--- src/wwd_regs.svh ---
// Register offsets, field positions, reset values and timing counts of the window watchdog
`ifndef WWD_REGS_SVH
`define WWD_REGS_SVH

`define WWD_OFF_STATUS       12'h000
`define WWD_OFF_IRQ_STATUS   12'h004
`define WWD_OFF_IRQ_MASK     12'h008
`define WWD_OFF_CAP_WINDOW   12'h00C
`define WWD_OFF_CAP_DELAY    12'h010

`define WWD_IRQ_TIMEOUT      0
`define WWD_IRQ_EARLY        1
`define WWD_IRQ_RELEASE      2
`define WWD_IRQ_W            3

`define WWD_ST_FAULT         0
`define WWD_ST_LATCHED       1
`define WWD_ST_STATE_LO      2
`define WWD_ST_STATE_HI      3
`define WWD_ST_PIN           4
`define WWD_ST_DISABLED      5
`define WWD_ST_CNT_LO        16

`define WWD_CAP_WINDOW_RST   16'h3E80
`define WWD_CAP_DELAY_RST    16'h07D0
`define WWD_IRQ_MASK_RST     3'h0

`define WWD_CLK_PERIOD_NS    25
`define WWD_TICK_NS          100000
`define WWD_TICK_CYCLES      (`WWD_TICK_NS / `WWD_CLK_PERIOD_NS)
`define WWD_US_TO_TICKS(t)   (((t) * 1000) / `WWD_TICK_NS)

`define WWD_LOW_00_US        25900
`define WWD_UP_00_US         46800
`define WWD_LOW_01_US        1200000
`define WWD_UP_01_US         1600000
`define WWD_LOW_11_US        800000
`define WWD_UP_11_US         1600000
`define WWD_DELAY_OPEN_US    200000
`define WWD_DELAY_PULLUP_US  10000

`endif

--- src/wwd_pkg.sv ---
// Types shared by the window watchdog files
package wwd_pkg;

  typedef enum logic [1:0] {
    WWD_RUN,
    WWD_FAULT,
    WWD_OFF
  } wwd_state_t;

  typedef enum logic [1:0] {
    WWD_DLY_OPEN,
    WWD_DLY_PULLUP,
    WWD_DLY_CAP,
    WWD_DLY_HELD
  } wwd_delay_t;

  typedef struct packed {
    logic       fault_pin;
    logic       kick;
    logic       strap_b;
    logic       strap_a;
    logic       cap_fitted;
    logic [1:0] delay_sel;
  } wwd_pins_t;

  typedef struct packed {
    logic [15:0] lower;
    logic [15:0] upper;
  } wwd_window_t;

endpackage

--- src/wwd_core.sv ---
// Window watchdog core with APB registers and interrupt
//
// The address map and the APB register port were left to the implementer.
`timescale 1ns/1ps
`default_nettype none
`include "wwd_regs.svh"

module wwd_core #(
  parameter int          TICK_CYCLES  = `WWD_TICK_CYCLES,
  parameter logic [15:0] LOW_00       = 16'(`WWD_US_TO_TICKS(`WWD_LOW_00_US)),
  parameter logic [15:0] UP_00        = 16'(`WWD_US_TO_TICKS(`WWD_UP_00_US)),
  parameter logic [15:0] LOW_01       = 16'(`WWD_US_TO_TICKS(`WWD_LOW_01_US)),
  parameter logic [15:0] UP_01        = 16'(`WWD_US_TO_TICKS(`WWD_UP_01_US)),
  parameter logic [15:0] LOW_11       = 16'(`WWD_US_TO_TICKS(`WWD_LOW_11_US)),
  parameter logic [15:0] UP_11        = 16'(`WWD_US_TO_TICKS(`WWD_UP_11_US)),
  parameter logic [15:0] DELAY_OPEN   = 16'(`WWD_US_TO_TICKS(`WWD_DELAY_OPEN_US)),
  parameter logic [15:0] DELAY_PULLUP = 16'(`WWD_US_TO_TICKS(`WWD_DELAY_PULLUP_US))
) (
  input  wire logic        pclk,
  input  wire logic        presetn,
  input  wire logic        psel,
  input  wire logic        penable,
  input  wire logic        pwrite,
  input  wire logic [11:0] paddr,
  input  wire logic [31:0] pwdata,
  output logic      [31:0] prdata,
  output logic             pready,
  output logic             pslverr,
  input  wire logic        kick_input,
  input  wire logic        window_cap_pin,
  input  wire logic        window_strap_a,
  input  wire logic        window_strap_b,
  input  wire logic [1:0]  delay_select_pin,
  input  wire logic        fault_pin_in,
  output logic             fault_out_n,
  output logic             fault_out_oe,
  output logic             irq
);

  localparam int          TW        = (TICK_CYCLES > 1) ? $clog2(TICK_CYCLES) : 1;
  localparam logic [TW-1:0] TICK_LAST = TW'(TICK_CYCLES - 1);

  ////////////////////////////////////////////////////////////////////////////////
  // Pin synchronisation

  wwd_pkg::wwd_pins_t pins_raw;
  wwd_pkg::wwd_pins_t pins;
  wwd_pkg::wwd_pins_t pins_fall;
  logic [6:0]         pins_sync_vec;
  logic [6:0]         pins_fall_vec;

  assign pins_raw = '{fault_pin:  fault_pin_in,
                      kick:       kick_input,
                      strap_b:    window_strap_b,
                      strap_a:    window_strap_a,
                      cap_fitted: window_cap_pin,
                      delay_sel:  delay_select_pin};

  wwd_pin_sync #(
    .W (7)
  ) u_sync (
    .pclk    (pclk),
    .presetn (presetn),
    .raw     (pins_raw),
    .sync    (pins_sync_vec),
    .fall    (pins_fall_vec)
  );

  assign pins      = wwd_pkg::wwd_pins_t'(pins_sync_vec);
  assign pins_fall = wwd_pkg::wwd_pins_t'(pins_fall_vec);

  ////////////////////////////////////////////////////////////////////////////////
  // Registers and APB decode

  logic [15:0]               cap_window;
  logic [15:0]               cap_delay;
  logic [`WWD_IRQ_W-1:0]     irq_status;
  logic [`WWD_IRQ_W-1:0]     irq_mask;
  wwd_pkg::wwd_state_t       state;
  wwd_pkg::wwd_state_t       next_state;
  logic [15:0]               win_cnt;
  logic [15:0]               dly_cnt;
  logic [TW-1:0]             tick_cnt;

  wire        setup       = psel & ~penable;
  wire        access      = psel & penable;
  wire        hit_status  = (paddr == `WWD_OFF_STATUS);
  wire        hit_irq_st  = (paddr == `WWD_OFF_IRQ_STATUS);
  wire        hit_irq_msk = (paddr == `WWD_OFF_IRQ_MASK);
  wire        hit_cap_win = (paddr == `WWD_OFF_CAP_WINDOW);
  wire        hit_cap_dly = (paddr == `WWD_OFF_CAP_DELAY);
  wire        mapped      = hit_status | hit_irq_st | hit_irq_msk | hit_cap_win | hit_cap_dly;
  wire        wr          = access & pwrite & mapped;
  wire        rd_irq_st   = access & ~pwrite & hit_irq_st;

  wire        held        = (wwd_pkg::wwd_delay_t'(pins.delay_sel) == wwd_pkg::WWD_DLY_HELD);
  wire        disabled    = pins.strap_a & ~pins.strap_b;

  wire [31:0] status_word = {win_cnt, 10'h000, disabled, pins.fault_pin, state,
                             (state == wwd_pkg::WWD_FAULT) & held, ~fault_out_n};
  wire [31:0] read_mux    = hit_status  ? status_word :
                            hit_irq_st  ? {29'h0000000, irq_status} :
                            hit_irq_msk ? {29'h0000000, irq_mask} :
                            hit_cap_win ? {16'h0000, cap_window} :
                            hit_cap_dly ? {16'h0000, cap_delay} : 32'h00000000;

  assign pready  = 1'b1;
  assign pslverr = access & ~mapped;

  always_ff @(posedge pclk or negedge presetn) begin
    if (!presetn) begin
      prdata <= 32'h00000000;
    end else if (setup & ~pwrite) begin
      prdata <= read_mux;
    end
  end

  always_ff @(posedge pclk or negedge presetn) begin
    if (!presetn) begin
      irq_mask   <= `WWD_IRQ_MASK_RST;
      cap_window <= `WWD_CAP_WINDOW_RST;
      cap_delay  <= `WWD_CAP_DELAY_RST;
    end else if (wr) begin
      if (hit_irq_msk) irq_mask <= pwdata[`WWD_IRQ_W-1:0];
      if (hit_cap_win) cap_window <= pwdata[15:0];
      if (hit_cap_dly) cap_delay <= pwdata[15:0];
    end
  end

  ////////////////////////////////////////////////////////////////////////////////
  // Window and delay selection

  wwd_pkg::wwd_window_t factory_win;
  wwd_pkg::wwd_window_t cap_win;
  wwd_pkg::wwd_window_t win;
  logic [15:0]          delay_ticks;

  wire [1:0]            strap_code = {pins.strap_b, pins.strap_a};

  assign factory_win.lower = (strap_code == 2'h0) ? LOW_00 :
                             (strap_code == 2'h3) ? LOW_11 : LOW_01;
  assign factory_win.upper = (strap_code == 2'h0) ? UP_00 :
                             (strap_code == 2'h3) ? UP_11 : UP_01;
  assign cap_win.lower     = (strap_code == 2'h0) ? (cap_window >> 3) :
                             (strap_code == 2'h3) ? (cap_window >> 1) :
                             (cap_window >> 1) + (cap_window >> 2);
  assign cap_win.upper     = cap_window;
  assign win               = pins.cap_fitted ? cap_win : factory_win;

  assign delay_ticks = (wwd_pkg::wwd_delay_t'(pins.delay_sel) == wwd_pkg::WWD_DLY_CAP) ?
                       cap_delay :
                       (wwd_pkg::wwd_delay_t'(pins.delay_sel) == wwd_pkg::WWD_DLY_PULLUP) ?
                       DELAY_PULLUP : DELAY_OPEN;

  ////////////////////////////////////////////////////////////////////////////////
  // Window timing and fault sequencing

  wire tick       = (tick_cnt == TICK_LAST);
  wire running    = (state == wwd_pkg::WWD_RUN);
  wire kick_fall  = pins_fall.kick;
  wire early_ev   = running & kick_fall & (win_cnt < win.lower);
  wire timeout_ev = running & (win_cnt >= win.upper);
  wire good_kick  = running & kick_fall & ~early_ev & ~timeout_ev;
  wire dly_done   = (state == wwd_pkg::WWD_FAULT) & ~held & (dly_cnt >= delay_ticks);
  wire restart    = good_kick | dly_done | (state != next_state);

  always_comb begin
    next_state = state;
    case (state)
      wwd_pkg::WWD_RUN: begin
        if (disabled) next_state = wwd_pkg::WWD_OFF;
        else if (early_ev | timeout_ev) next_state = wwd_pkg::WWD_FAULT;
      end
      wwd_pkg::WWD_FAULT: begin
        if (dly_done) next_state = wwd_pkg::WWD_RUN;
      end
      wwd_pkg::WWD_OFF: begin
        if (!disabled) next_state = wwd_pkg::WWD_RUN;
      end
      default: next_state = wwd_pkg::WWD_RUN;
    endcase
  end

  always_ff @(posedge pclk or negedge presetn) begin
    if (!presetn) begin
      state       <= wwd_pkg::WWD_RUN;
      fault_out_n <= 1'b1;
    end else begin
      state       <= next_state;
      fault_out_n <= (next_state != wwd_pkg::WWD_FAULT);
    end
  end

  always_ff @(posedge pclk or negedge presetn) begin
    if (!presetn) begin
      tick_cnt <= '0;
      win_cnt  <= 16'h0000;
      dly_cnt  <= 16'h0000;
    end else if (restart) begin
      tick_cnt <= '0;
      win_cnt  <= 16'h0000;
      dly_cnt  <= 16'h0000;
    end else begin
      tick_cnt <= tick ? '0 : tick_cnt + 1'b1;
      if (tick && running && win_cnt != 16'hFFFF) win_cnt <= win_cnt + 16'h0001;
      if (tick && !running && dly_cnt != 16'hFFFF) dly_cnt <= dly_cnt + 16'h0001;
    end
  end

  assign fault_out_oe = ~fault_out_n;

  ////////////////////////////////////////////////////////////////////////////////
  // Interrupt status, read to clear, set wins

  wire [`WWD_IRQ_W-1:0] irq_set   = {dly_done, early_ev, timeout_ev & ~early_ev};
  wire [`WWD_IRQ_W-1:0] irq_clear = rd_irq_st ? prdata[`WWD_IRQ_W-1:0] : '0;

  always_ff @(posedge pclk or negedge presetn) begin
    if (!presetn) begin
      irq_status <= '0;
    end else begin
      irq_status <= (irq_status & ~irq_clear) | irq_set;
    end
  end

  assign irq = |(irq_status & irq_mask);

endmodule // wwd_core

`default_nettype wire

--- src/wwd_pin_sync.sv ---
// Two-stage pin synchroniser with falling-edge detect per bit
`timescale 1ns/1ps
`default_nettype none

module wwd_pin_sync #(
  parameter int W = 7
) (
  input  wire logic         pclk,
  input  wire logic         presetn,
  input  wire logic [W-1:0] raw,
  output logic      [W-1:0] sync,
  output logic      [W-1:0] fall
);

  logic [W-1:0] meta;
  logic [W-1:0] prev;

  genvar i;
  generate
    for (i = 0; i < W; i++) begin : g_bit
      always_ff @(posedge pclk or negedge presetn) begin
        if (!presetn) begin
          meta[i] <= 1'b0;
          sync[i] <= 1'b0;
          prev[i] <= 1'b0;
        end else begin
          meta[i] <= raw[i];
          sync[i] <= meta[i];
          prev[i] <= sync[i];
        end
      end
      assign fall[i] = prev[i] & ~sync[i];
    end
  endgenerate

endmodule // wwd_pin_sync

`default_nettype wire

--- config.mk ---
export PLATFORM = sky130hd
export DESIGN_NAME = wwd_core
export DESIGN_NICKNAME = d
export VERILOG_FILES = /design/src/wwd_pkg.sv /design/src/wwd_core.sv /design/src/wwd_pin_sync.sv
export VERILOG_INCLUDE_DIRS = /design/src
export SDC_FILE = /design/constraint.sdc
export NUM_CORES = 1
export LEC_CHECK = 0
export BUFFER_PORTS_ARGS = -buffer_cell sky130_fd_sc_hd__buf_2
export CAP_MARGIN = 20
export CORE_ASPECT_RATIO = 2
export CORE_MARGIN = 2
export CORE_UTILIZATION = 54
export DETAILED_ROUTE_END_ITERATION = 16
export PLACE_DENSITY = 0.85
export SLEW_MARGIN = 20
export SYNTH_ARGS = -nofsm -noshare
export SYNTH_HDL_FRONTEND = slang
export SYNTH_SLANG_ARGS = --single-unit
--- constraint.sdc ---
create_clock -name pclk -period 9.1 [get_ports pclk]
set_input_delay 1.365 -clock pclk [delete_from_list [all_inputs] [get_ports pclk]]
set_output_delay 1.365 -clock pclk [all_outputs]
set_load 0.02 [all_outputs]
---- After elaboration in Yosys (flattened, before gate mapping) ----
Index checks and enable logic that the tools add are counted.
word-level totals
  register bits after elaboration ......... 132
  latch bits .............................. 0
  bits in writable memories ............... 0
  memory bits (read-only) ................. 0
  input bits .............................. 56
  output and inout port bits .............. 37
  word-level logic and storage cells ...... 125
  memories kept ........................... 0
operators by class
  $add $sub $neg .......................... 4
  multipliers ............................. 0
  div/mod/pow operators ................... 0
  $lt $le $gt $ge ......................... 3
  equal/unequal tests ..................... 15
  shift-type cells ........................ 0
  mux-type cells .......................... 25
  bitwise logic cells ..................... 39
  reductions and logical operators ........ 14
operators with widths
  kind                                                                    count
  16-bit two-way mux                                                      11
  32-bit two-way mux                                                      2
  14-bit two-way mux                                                      3
  16-bit by 1-bit adder with 16-bit output, second input constant         2
  16-bit greater-or-equal comparator                                      2
  16-bit != test, second input constant                                   2
  12-bit by 4-bit equality test with 1-bit output, second input constant  2
  12-bit two-way mux                                                      2
  1-bit bitwise AND                                                       19
  15-bit by 14-bit adder with 16-bit output                               1
  16-bit less-than comparator                                             1
  12-bit by 1-bit adder with 12-bit output, second input constant         1
  12-bit equality test, second input constant                             1
  12-bit by 3-bit equality test with 1-bit output, second input constant  1
  12-bit by 5-bit equality test with 1-bit output, second input constant  1
  12-bit zero test                                                        1
  11-bit two-way mux                                                      1
  1-bit inverter                                                          9
  2-bit equality test, second input constant                              4
  2-bit two-way mux                                                       4
  1-bit bitwise OR                                                        7
  3-bit bitwise AND                                                       2
  2-bit case mux with 3 select lines                                      1
  2-bit AND reduction                                                     3
  other kinds (11)                                                        17

---- Logic depth before layout (Yosys ltp) ----
Gate-level depths: netlist of run 1.
  depth after elaboration ................. 13
  gate-level depth with buffers ........... 18
  depth with buffers taken out ............ 18

---- Cells and area by module ----
A second synthesis of run 1 with hierarchy kept.
second synthesis, totals
  cells, all modules ...................... 826
  area, all modules ....................... 8144.1 um^2
by module, submodules not included
  module        instances  cells each  area an instance (um^2)  seq. area each (um^2)
  wwd_core      1          798         7522.2                   2944.1
  wwd_pin_sync  1          28          621.8                    525.5

---- Least setup slack after synthesis of run 1 ----
No wires, ideal clock.
  kind .................................... in2out
  start ................................... in paddr[7]
  end ..................................... out pslverr
  data arrival time ....................... 2680 ps
  required time ........................... 7735 ps
  path slack .............................. 5055 ps
  cell stages on the path ................. 5
  path buffers ............................ 1
  cells stage by stage .................... nor4_2 -> nand3_2 -> nor4b_4 -> buf_2 -> nor3_1
on the way
  longest elaborated chain between the ends .. 7
  elaborated cells between the ends (all ways) .. 11
  those cells by class .................... 4 x eq/ne; 6 x bitwise; 1 x reduce/logical
RTL lines
  item                                                                                                         RTL line         RTL
  from (decl)                                                                                                  wwd_core.sv:24   input wire logic [11:0] paddr,
  12-bit by 3-bit equality test with 1-bit output (no source line) / 12-bit zero test (equally long branches)  -
  1-bit bitwise OR (3 in a row)                                                                                wwd_core.sv:92   wire mapped = hit_status | hit_irq_st | hit_irq_msk | hit_cap_win | hit_cap_dly;
  1-bit bitwise OR (*)                                                                                         wwd_core.sv:92
  1-bit inverter (*)                                                                                           wwd_core.sv:108  assign pslverr = access & ~mapped;
  1-bit bitwise AND (*)                                                                                        wwd_core.sv:108
  to (decl)                                                                                                    wwd_core.sv:28   output logic pslverr,
Mark *: on every way between the ends. The rest lies on a longest branch, timed or not.

---- Final worst setup path of run 1 ----
  start ................................... reg u_sync.sync[3]
  end ..................................... reg tick_cnt[4]
on the way
  longest elaborated chain between the ends .. 13
  elaborated cells between the ends (all ways) .. 26
  those cells by class .................... 2 x order compare; 2 x eq/ne; 11 x mux; 10 x bitwise; 1 x reduce/logical
RTL lines
  item                                                             RTL line                          RTL
  from (decl)                                                      wwd_pin_sync.sv:11                output logic [W-1:0] sync,
  from (signal, indexed assignment)                                wwd_pin_sync.sv:28                sync[i] <= meta[i];
  2-bit equality test                                              wwd_core.sv:141, wwd_core.sv:145
  16-bit two-way mux / 14-bit two-way mux (equally long branches)  wwd_core.sv:145, wwd_core.sv:141
  16-bit two-way mux / 14-bit two-way mux (equally long branches)  wwd_core.sv:144, wwd_core.sv:140
  32-bit two-way mux                                               wwd_core.sv:148                   assign win = pins.cap_fitted ? cap_win : factory_win;
  16-bit less-than comparator                                      wwd_core.sv:161                   wire early_ev = running & kick_fall & (win_cnt < win.lower);
  1-bit bitwise AND                                                wwd_core.sv:161
  1-bit bitwise OR                                                 wwd_core.sv:172                   else if (early_ev | timeout_ev) next_state = wwd_pkg::WWD_FAULT;
  2-bit two-way mux                                                wwd_core.sv:172
  2-bit two-way mux                                                wwd_core.sv:171                   if (disabled) next_state = wwd_pkg::WWD_OFF;
  2-bit case mux with 3 select lines                               wwd_core.sv:169                   case (state)
  2-bit != test                                                    wwd_core.sv:165                   wire restart = good_kick | dly_done | (state != next_state);
  1-bit bitwise OR (*)                                             wwd_core.sv:165
  12-bit two-way mux (*)                                           wwd_core.sv:199                   end else if (restart) begin
  to (signal assigned)                                             wwd_core.sv:204                   tick_cnt <= tick ? '0 : tick_cnt + 1'b1;
  to (decl)                                                        wwd_core.sv:83                    logic [TW-1:0] tick_cnt;
Marked as above.
A chain may end at the register's enable or synchronous reset.

==> out/metrics.csv, run 1 <==
stage,metric,value,unit
synth,synth_seq_area_share,41.2,%
drt,dr.max_layer_used,met4,
global_routing,grt_first_pass_wirelength,32100,µm
floorplanning,fp.coreArea,14700,µm²
clock_network,cts_tree,built,
drt,wl_met2,10900,µm
floorplanning,die_h,177,µm
outcome,status,completed,
drt,drt_iter0_drc,463,
timing,worst_pin_slew,0.950,ns
global_routing,grt_max_degree,70,
place,hpwl,14100,µm
clock_network,cts_htree_levels,4,
synth,synth_area_leaders,"dfrtp_1 37%, ha_1 11%, nand2_1 4.3%, dfstp_2 4.2%, mux2_2 3.6%",
hold_path,hp-start,u_sync.meta[4],
synth,syn_inst,808,
drt,ant_nets,0,
floorplanning,initial_core_util,54.7,%
synth,ys_types,66,
timing,fin_skew,0.00739,ns
worst_setup_path,worstPathRequired,9.38,ns
clock_network,cts_buffer_depth,2,
clock_network,numCtsBuffers,17,
flow_run,maxCapViolations,0,
place,gp_congestion,0.882,
worst_setup_path,endpoint_kind,flip-flop,
worst_setup_path,critPathKind,reg2reg,
timing,final-max-slew-violation-count,0,
floorplanning,num_rows,63,
timing,relSlewSlack,36.7,%
global_routing,grt-ovfl-total,0,
drt,post-route-drc-count,0,
final_layout,fin_nets,995,
floorplanning,die-area,16000,µm²
clock_network,clockRootBuffer,clkbuf_16,
timing,fmax,239,MHz
synth,synth_top_area_share,36.9,%
worst_setup_path,worstSetupStartpoint,u_sync.sync[3],
synth,synth-edff-count,0,
final_layout,final_cell_mix,"119 x dfrtp_1, 92 x nand2_1, 74 x buf_2",
timing,finalHoldViolations,0,
drt,drt_wl_total,19900,µm
floorplanning,die_w,90.4,µm
synth,async_flop_share,100,%
global_routing,antenna_found_initial,0,
timing,finalCriticalPeriod,4.19,ns
synth,synth_warnings,0,
worst_setup_path,critPathMaxFanout,28,
clock_network,post_cts_buffers,0,
final_layout,regArea,3320,µm²
timing,setup_viol,0,
drt,wl_met1,7240,µm
synth,synth_top_cell_by_area,dfrtp_1,
final_layout,area_growth,14.7,%
hold_path,hold_path_class,reg2reg,
power_and_ir_drop,cellLeakagePower,4.33,nW
drt,route.met3.wl,674,µm
clock_network,cts_hold_buf,0,
clock_network,cts_sinks,132,
synth,synth_area_per_cell,9.98,µm²
power_and_ir_drop,ir_worst_vdd,173,µV
final_layout,num_antenna_cells,0,
clock_network,clk_pin_slew_worst_paths,0.06,ns
final_layout,multiInputGateArea,4520,µm²
drt,num_vias,6578,
final_layout,drive_gt1_share,21.4,%
final_layout,nFillCells,1154,
final_layout,mostFrequentLayoutCell,dfrtp_1,
drt,first_pass_iters,5,
timing,setup_tns,0,ns
synth,synth_nets,933,
worst_setup_path,startpoint_type,flip-flop,
worst_setup_path,reg2reg_from,u_sync.sync[3],
floorplanning,ioPinCount,93,
worst_setup_path,arrival,4.47,ns
timing,timing.final.crit_share,46.0,%
power_and_ir_drop,p_per_area,170,nW/µm²
drt,viasPerCell,6.10,
place,portBuffers,75,
clock_network,clk_latency,0.43,ns
timing,rsz0062_at_grt,no,
clock_network,postCtsResizedCells,0,
drt,routedWlPerCell,18.4,µm
global_routing,grt_pass1_vias,6628,
synth,synthFlopType,dfrtp_1,
final_layout,utilization,62.8,%
global_routing,track_usage,25.5,%
synth,post_synth_instance_area,8070,µm²
synth,synth_seq_cells,132,
==> through the flow <==
stage | instance area [µm²] | hold slack, ns | total power [mW] | worst slack [ns] | instances
2_1_floorplan | 8070 | 0.331 | 0.728 | 5.05 | 808
3_3_place_gp | 8560 | 0.331 | 0.784 | 4.55 | 1045
3_5_place_dp | 8560 | 0.341 | 0.790 | 4.52 | 1045
4_1_cts | 9240 | 0.352 | 1.58 | 4.53 | 1077
5_1_grt | 9250 | 0.366 | 1.62 | 4.63 | 1078
6_report | 9250 | 0.350 | 1.57 | 4.91 | 1078
==> worst max-delay path, cell delays in order, from the launching register on <==
cell and delay [ns]:
dfrtp_1 0.40, inv_1 0.07, ha_1 0.43, inv_1 0.30, nor2_1 0.30, a21oi_1 0.09
ha_1 0.32, o21ai_0 0.07, a211oi_1 0.32, a21oi_1 0.11, o211ai_1 0.11, a31oi_1 0.14
a221oi_4 0.78, buf_4 0.46, nor3_1 0.11
==> synth_stat cells (14+ instances only) <==
| library cell | n |
|---|---|
| dfrtp_1 | 119 |
| nand2_1 | 92 |
| ha_1 | 68 |
| nor3_1 | 53 |
| o21ai_0 | 48 |
| a21oi_1 | 38 |
| nor2_1 | 30 |
| xnor2_1 | 27 |
| mux2_2 | 26 |
| clkbuf_1 | 24 |
| a22o_1 | 22 |
| xor2_1 | 21 |
| nand3_1 | 19 |
| inv_1 | 18 |
| nor2b_1 | 15 |
| a21o_1 | 14 |
| nand4_1 | 14 |
==> where the power goes <==
| part | switching (mW) | total (mW) | internal [mW] | leakage [nW] |
|---|---|---|---|---|
| sequential | 0.0214 | 0.628 | 0.607 | 1.74 |
| clock | 0.273 | 0.790 | 0.517 | 0.322 |
| combinational | 0.102 | 0.153 | 0.0511 | 2.26 |
==> sequential cells by signal, summed over array words and instances, names as in the netlist <==
name and count:
win_cnt 16, irq_mask 3, fault_out_n 1, dly_cnt 16, u_sync.prev 1, tick_cnt 12
state 2, u_sync.sync 7, cap_window 16, irq_status 3, u_sync.meta 7, prdata 32
cap_delay 16
==> area by class of cell <==
class                           count  area share [%]
Clock buffer                       18            4.64
Clock inverter                     14            2.68
Inverter                           18           0.730
Multi-Input combinational cell    620            48.8
Sequential cell                   132            35.9
Tap cell                          195            2.64
Timing Repair Buffer               81            4.61
==> path summary, 6_finish.rpt <==
path | slack, ns | to | cells past startpoint
max | 4.91 | tick_cnt[4] | 14
min | 0.35 | u_sync.sync[4] | 0
max reg2reg | 4.91 | tick_cnt[4] | 14
min reg2reg | 0.35 | u_sync.sync[4] | 0
max in group asynchronous | 6.72 | dly_cnt[8] | 2
min in group asynchronous | 1.04 | prdata[25] | 1
==> per-layer routing <==
metal,GRT usage (%),vias to the layer above
met5,0,-
met4,16.5,0
met3,4.77,75
met2,46.6,185
met1,26.3,3247
li1,-,3071
==> logic make-up after synthesis <==
kind of cell	after synthesis	share of synthesized area, %
flops	132	41.2
mux	43	6.36
simple gates	276	18.1
other cells	1	0.0465
compound gates	183	15.3
buf+inv	56	3.01
xor+xnor	48	5.21
fa+ha+maj	69	10.8
(Power assumes the default switching activity.)
==> inputs of run 2 (changes only) <==
- PLACE_DENSITY: 0.85 -> 0.88
- clock period: 9.1 -> 3.6 ns (I/O delays scaled with it)
==> run 2 against run 1 <==
Effect of this change:
- non-clock buffer count rose by 44
- global-route usage rose by 0.72 points
- setup slack got worse by 4.9 ns
- final cell count rose by 4.1%
- sequential power rose to 2.5 times the previous value
- total power rose by 150%
- routed wire length rose by 5.3%
- register-to-register slack got worse by 4.9 ns
- worst hold slack got worse by 0.23 ns
- sequential share of layout area fell by 1.5 points
- clock power rose by 140%
- via count rose by 4.2%
- critical path type unchanged
- largest power group unchanged
==> out/metrics.csv, run 2 (same netlist as run 1, synthesis figures left out) <==
stage,metric,value,unit
outcome,status,completed,
final_layout,final_cell_mix,"119 x dfrtp_1, 91 x nand2_1, 74 x buf_2",
floorplanning,die-area,16000,µm²
worst_setup_path,path_common_cell,o22ai_2,
place,gp_congestion,0.900,
final_layout,utilization,65.4,%
worst_setup_path,worstSetupStartpoint,cap_window[2],
final_layout,top_register,prdata,
clock_network,cts_htree_levels,4,
floorplanning,ioPinCount,93,
final_layout,fin_area,9640,µm²
global_routing,antenna_found_initial,0,
final_layout,mostFrequentLayoutCell,dfrtp_1,
flow_run,maxCapViolations,0,
global_routing,grt_first_pass_wirelength,33100,µm
timing,fmax,281,MHz
timing,finalHoldViolations,0,
timing,final-max-slew-violation-count,0,
drt,viasPerCell,6.11,
global_routing,grt-ovfl-total,0,
timing,relSlewSlack,41.9,%
place,hpwl,14800,µm
timing,rsz0062_at_grt,yes,
clock_network,clockRootBuffer,clkbuf_16,
drt,ant_nets,0,
final_layout,drive_gt1_share,27.0,%
floorplanning,fp.coreArea,14700,µm²
worst_setup_path,reg2reg_to,irq_status[0],
drt,post-route-drc-count,0,
power_and_ir_drop,ir_worst_vdd,334,µV
worst_setup_path,endpoint_kind,flip-flop,
drt,drt_iter0_drc,551,
place,dpl-instance-area,8900,µm²
worst_setup_path,ff2ff_path_depth,18,
power_and_ir_drop,power,3.89,mW
drt,drt_wl_total,20900,µm
worst_setup_path,worstSetupEndpoint,irq_status[0],
worst_setup_path,reg2reg_from,cap_window[2],
power_and_ir_drop,cellLeakagePower,4.60,nW
worst_setup_path,arrival,3.89,ns
final_layout,area_growth,19.6,%
clock_network,numCtsBuffers,17,
timing,finalCriticalPeriod,3.56,ns
final_layout,num_antenna_cells,0,
drt,num_vias,6852,
clock_network,clk_latency,0.43,ns
clock_network,cts_hold_buf,0,
power_and_ir_drop,p_per_area,403,nW/µm²
worst_setup_path,worstPathCellList,ha_2 > inv_2 > fa_2 > nor2b_2 > o31a_1 > o211ai_1 > a21oi_2 > o22ai_2 > o22ai_2 > mux2i_2 > ha_1 > nor2b_1 > o21ai_1 > nand3_1 > nor3_2 > buf_4 > nand2_4 > a22o_1,
timing,worst_pin_slew,0.871,ns
timing,setup_viol,0,
worst_setup_path,critPathKind,reg2reg,
final_layout,largest_register_ffs,32,
drt,routedWlPerCell,18.7,µm
worst_setup_path,worstPathRequired,3.92,ns
clock_network,clk_pin_slew_worst_paths,0.06,ns
global_routing,track_usage,26.2,%
clock_network,cts_buffer_depth,2,
global_routing,grt_max_degree,72,
timing,setup_tns,0,ns
final_layout,stdcell_count,1122,
global_routing,grt_pass1_vias,6931,
worst_setup_path,critPathMaxFanout,3,
floorplanning,die_h,177,µm
place,placed_cells,1085,
floorplanning,initial_core_util,54.7,%
worst_setup_path,crit_path_max_incr_delay,0.40,ns
timing,timing.final.crit_share,99.0,%
final_layout,nFillCells,1085,
timing,fin_skew,0.00866,ns
clock_network,cts_tree,built,
floorplanning,num_rows,63,
worst_setup_path,slowest_stage,dfrtp_1,
place,portBuffers,75,
hold_path,hold_path_class,in2async,
clock_network,cts_sinks,132,
final_layout,fin_nets,1039,
floorplanning,die_w,90.4,µm
worst_setup_path,ff2ff_setup_slack,0.04,ns
worst_setup_path,startpoint_type,flip-flop,
drt,first_pass_iters,5,
-- run 2: changes by cell type in the layout (fill, tap and decap cells not counted), moves of 3 or more --
cell	delta
o22ai_2	+3
clkinv_4	+3
o22ai_1	-3
o21ai_0	-3
buf_4	+42
buf_12	+3
-- run 2: layer usage --
metal  GRT usage (%)  share of wire [%]
met2            48.4                 54
met3            4.34                3.9
met1            27.2                 36
met4            16.5                5.4
met5               0                  0
-- run 2: final cells by class --
class / instances / area (µm²) / area share, %
sequential: 132 / 3320 / 34.4
clock inverter: 15 / 206 / 2.14
inverter: 18 / 67.6 / 0.701
timing repair buffer: 125 / 791 / 8.20
clock buffer: 17 / 425 / 4.41
tap: 195 / 244 / 2.53
multi-input combinational: 620 / 4590 / 47.6
-- run 2: stage by stage --
step | hold slack (ns) | worst slack, ns
global route | 0.145 | -0.172
global placement | 0.331 | -0.0110
finish | 0.122 | 0.0353
detailed placement | 0.336 | -0.182
CTS | 0.132 | 0.0173
floorplan | 0.244 | 0.270
-- run 2: how the worst min path moves through the flow --
stage	slack, ns	cells past startpoint	from	to
3_3_place_gp	0.33	0	u_sync.meta[1]	u_sync.sync[1]
2_1_floorplan	0.24	0	presetn	cap_delay[0]
4_1_cts	0.13	1	presetn	win_cnt[13]
3_5_place_dp	0.34	0	u_sync.meta[0]	u_sync.sync[0]
5_1_grt	0.14	1	presetn	prdata[26]
6_report	0.12	1	presetn	prdata[26]
-- run 2: worst max-delay path: cells and delay by family (launching register included) --
family | cells | cell delay (ns)
adders and majority gates | 3 | 0.85
AOI/OAI and AO/OA | 7 | 1.11
buffers and inverters | 2 | 0.20
and+or+nand+nor | 5 | 0.63
muxes | 1 | 0.27
DFF | 1 | 0.40
-- run 2: where the power goes --
group	switching, mW	total (mW)	leakage, nW	internal [mW]
Combinational	0.280	0.439	2.55	0.159
Sequential	0.0515	1.59	1.74	1.53
Clock	0.698	1.86	0.304	1.16
-- run 2: repair_timing --
item	4_1_cts	5_1_grt
buffers inserted	3	2
endpoints found under the setup margin	4	4
pin swaps	9	9
gates cloned	0	0
hold endpoints to repair	0	0
resized for setup	11	10
==> inputs of run 3 (changes only) <==
- SETUP_SLACK_MARGIN: unset -> 0.1
==> run 3 against run 2 <==
Effect of this change:
- routed wire length grew 3.3%
- largest power group unchanged
- global-route usage is 0.39 points higher
- highest routed layer unchanged
- critical path type unchanged
- via count up 2.2%
- clock-buffer cell count stayed put
- clock skew rose by 0.00079 ns
- sequential share of layout area down 0.29 points
==> out/metrics.csv, run 3 (same netlist as run 1, synthesis figures left out) <==
stage,metric,value,unit
outcome,status,completed,
power_and_ir_drop,pwr-share-comb,11.6,%
timing,fmax,281,MHz
timing,relSlewSlack,40.6,%
place,gp_congestion,0.900,
global_routing,grt_max_degree,72,
final_layout,mostFrequentLayoutCell,dfrtp_1,
clock_network,clockRootBuffer,clkbuf_16,
drt,routedWlPerCell,19.2,µm
power_and_ir_drop,cellLeakagePower,4.62,nW
timing,setup_tns,0,ns
worst_setup_path,crit_path_max_incr_delay,0.44,ns
global_routing,grt_pass1_vias,6971,
drt,num_vias,7003,
final_layout,final_cell_mix,"117 x dfrtp_1, 91 x nand2_1, 74 x buf_2",
clock_network,clk_pin_slew_worst_paths,0.06,ns
worst_setup_path,cp.buffers_inverters,1,
worst_setup_path,critPathKind,reg2reg,
floorplanning,fp.coreArea,14700,µm²
final_layout,fin_nets,1041,
drt,drt_iter0_drc,524,
worst_setup_path,startpoint_type,flip-flop,
worst_setup_path,arrival,3.89,ns
timing,hold_ws,0.114,ns
drt,drt_wl_total,21600,µm
place,dpl-instance-area,8900,µm²
worst_setup_path,worstPathCellList,ha_1 > o21a_1 > o21ai_0 > o31ai_4 > xnor2_1 > o21ai_0 > o21ai_0 > ha_1 > a21o_1 > a21o_1 > a21oi_1 > nor2_1 > nor3_2 > buf_4 > nand2_4 > a22o_1,
power_and_ir_drop,seqPwrFrac,40.7,%
place,hpwl,14800,µm
floorplanning,initial_core_util,54.7,%
power_and_ir_drop,p_clk_share,47.7,%
timing,fin_skew,0.00946,ns
power_and_ir_drop,ir_worst_vdd,335,µV
power_and_ir_drop,p_sw_share,26.5,%
final_layout,utilization,66.0,%
drt,ant_nets,0,
global_routing,antenna_found_initial,0,
timing,timing.final.crit_share,99.0,%
floorplanning,die_h,177,µm
timing,setup_viol,0,
floorplanning,ioPinCount,93,
clock_network,cts_buffer_depth,2,
place,placed_cells,1085,
flow_run,maxCapViolations,0,
floorplanning,num_rows,63,
worst_setup_path,slowest_stage,dfrtp_1,
final_layout,largest_register_ffs,32,
clock_network,numCtsBuffers,17,
final_layout,fin_area,9730,µm²
timing,final-max-slew-violation-count,0,
timing,finalHoldViolations,0,
drt,post-route-drc-count,0,
worst_setup_path,worstPathRequired,3.92,ns
final_layout,drive_gt1_share,27.9,%
place,portBuffers,75,
drt,first_pass_iters,7,
power_and_ir_drop,p_int,2.86,mW
worst_setup_path,critPathMaxFanout,5,
global_routing,grt_first_pass_wirelength,33500,µm
final_layout,area_growth,20.7,%
global_routing,grt-ovfl-total,0,
final_layout,top_register,prdata,
timing,worst_pin_slew,0.892,ns
final_layout,stdcell_count,1124,
clock_network,cts_sinks,132,
worst_setup_path,path_common_cell,o21ai_0,
clock_network,cts_tree,built,
worst_setup_path,endpoint_kind,flip-flop,
power_and_ir_drop,p_switching,1.03,mW
power_and_ir_drop,p_per_area,400,nW/µm²
clock_network,clk_latency,0.43,ns
timing,rsz0062_at_grt,yes,
drt,viasPerCell,6.23,
floorplanning,die_w,90.4,µm
global_routing,track_usage,26.6,%
hold_path,hold_path_class,in2async,
worst_setup_path,path_delay_family,compound AO/OA/AOI/OAI gates,
timing,finalCriticalPeriod,3.56,ns
clock_network,cts_htree_levels,4,
final_layout,num_antenna_cells,0,
floorplanning,die-area,16000,µm²
## run 3: cell count changes in the layout (fill, tap and decap cells not counted), moves of 2 or more
cell     previous run  this run
dfrtp_1           119       117
ha_4                0         2
inv_1              17        15
dfrtp_2             0         2
inv_2               1         3
buf_6               0         3
## run 3: worst register-to-register path: cells and delay by family (launching register included)
kind                     cells  cell delay [ns]
AO/OA/AOI/OAI                9             1.71
adder cells (fa/ha/maj)      2             0.62
AND/OR/NAND/NOR              3             0.30
flip-flops                   1             0.44
XOR/XNOR                     1             0.22
buffers and inverters        1             0.16
## run 3: layout make-up
type / count / area (µm²)
Clock inverter: 15 / 206
Timing Repair Buffer: 127 / 817
Sequential cell: 132 / 3320
Multi-Input combinational cell: 620 / 4650
Clock buffer: 17 / 425
Fill cell: 1060 / 5010
Inverter: 18 / 67.6
Tap cell: 195 / 244
## run 3: power groups by stage
stage | clock [mW] | combinational, mW | sequential (mW)
after global placement | 0 | 0.409 | 1.61
final | 1.86 | 0.450 | 1.59
after global routing | 1.94 | 0.486 | 1.59
after floorplan | 0 | 0.241 | 1.60
after CTS | 1.87 | 0.445 | 1.59
after detailed placement | 0 | 0.426 | 1.61
## run 3: metal layers
layer	wire length [µm]	vias to the layer above	track usage, %
li1	-	3162	-
met5	0	-	0
met1	7500	3433	27.6
met3	990	111	4.13
met2	11800	297	48.8
met4	1310	0	17.9
## run 3: stage by stage
| step | setup slack [ns] | total power [mW] |
|---|---|---|
| after CTS | 0.0870 | 3.90 |
| after global placement | -0.0110 | 2.02 |
| final | 0.0352 | 3.90 |
| after floorplan | 0.270 | 1.84 |
| after detailed placement | -0.182 | 2.04 |
| after global routing | -0.130 | 4.01 |
## run 3: worst paths after layout
kind / startpoint / endpoint / slack, ns / cells past startpoint
max in group asynchronous: presetn / cap_delay[10] / 2.66 / 2
min in group pclk: window_strap_a / u_sync.meta[3] / 0.22 / 1
setup reg to reg: cap_window[6] / irq_status[0] / 0.04 / 16
hold reg to reg: u_sync.meta[2] / u_sync.sync[2] / 0.35 / 0
hold / removal: presetn / prdata[26] / 0.11 / 1
setup / recovery: cap_window[6] / irq_status[0] / 0.04 / 16
## run 3: what timing repair did
item | 4_1_cts | 5_1_grt
hold endpoints to repair | 0 | 0
pin swaps | 19 | 10
setup endpoints to repair | 4 | 4
gates resized for setup | 20 | 16
buffers inserted | 5 | 2
hold buffers | 0 | 0
cloned | 0 | 0
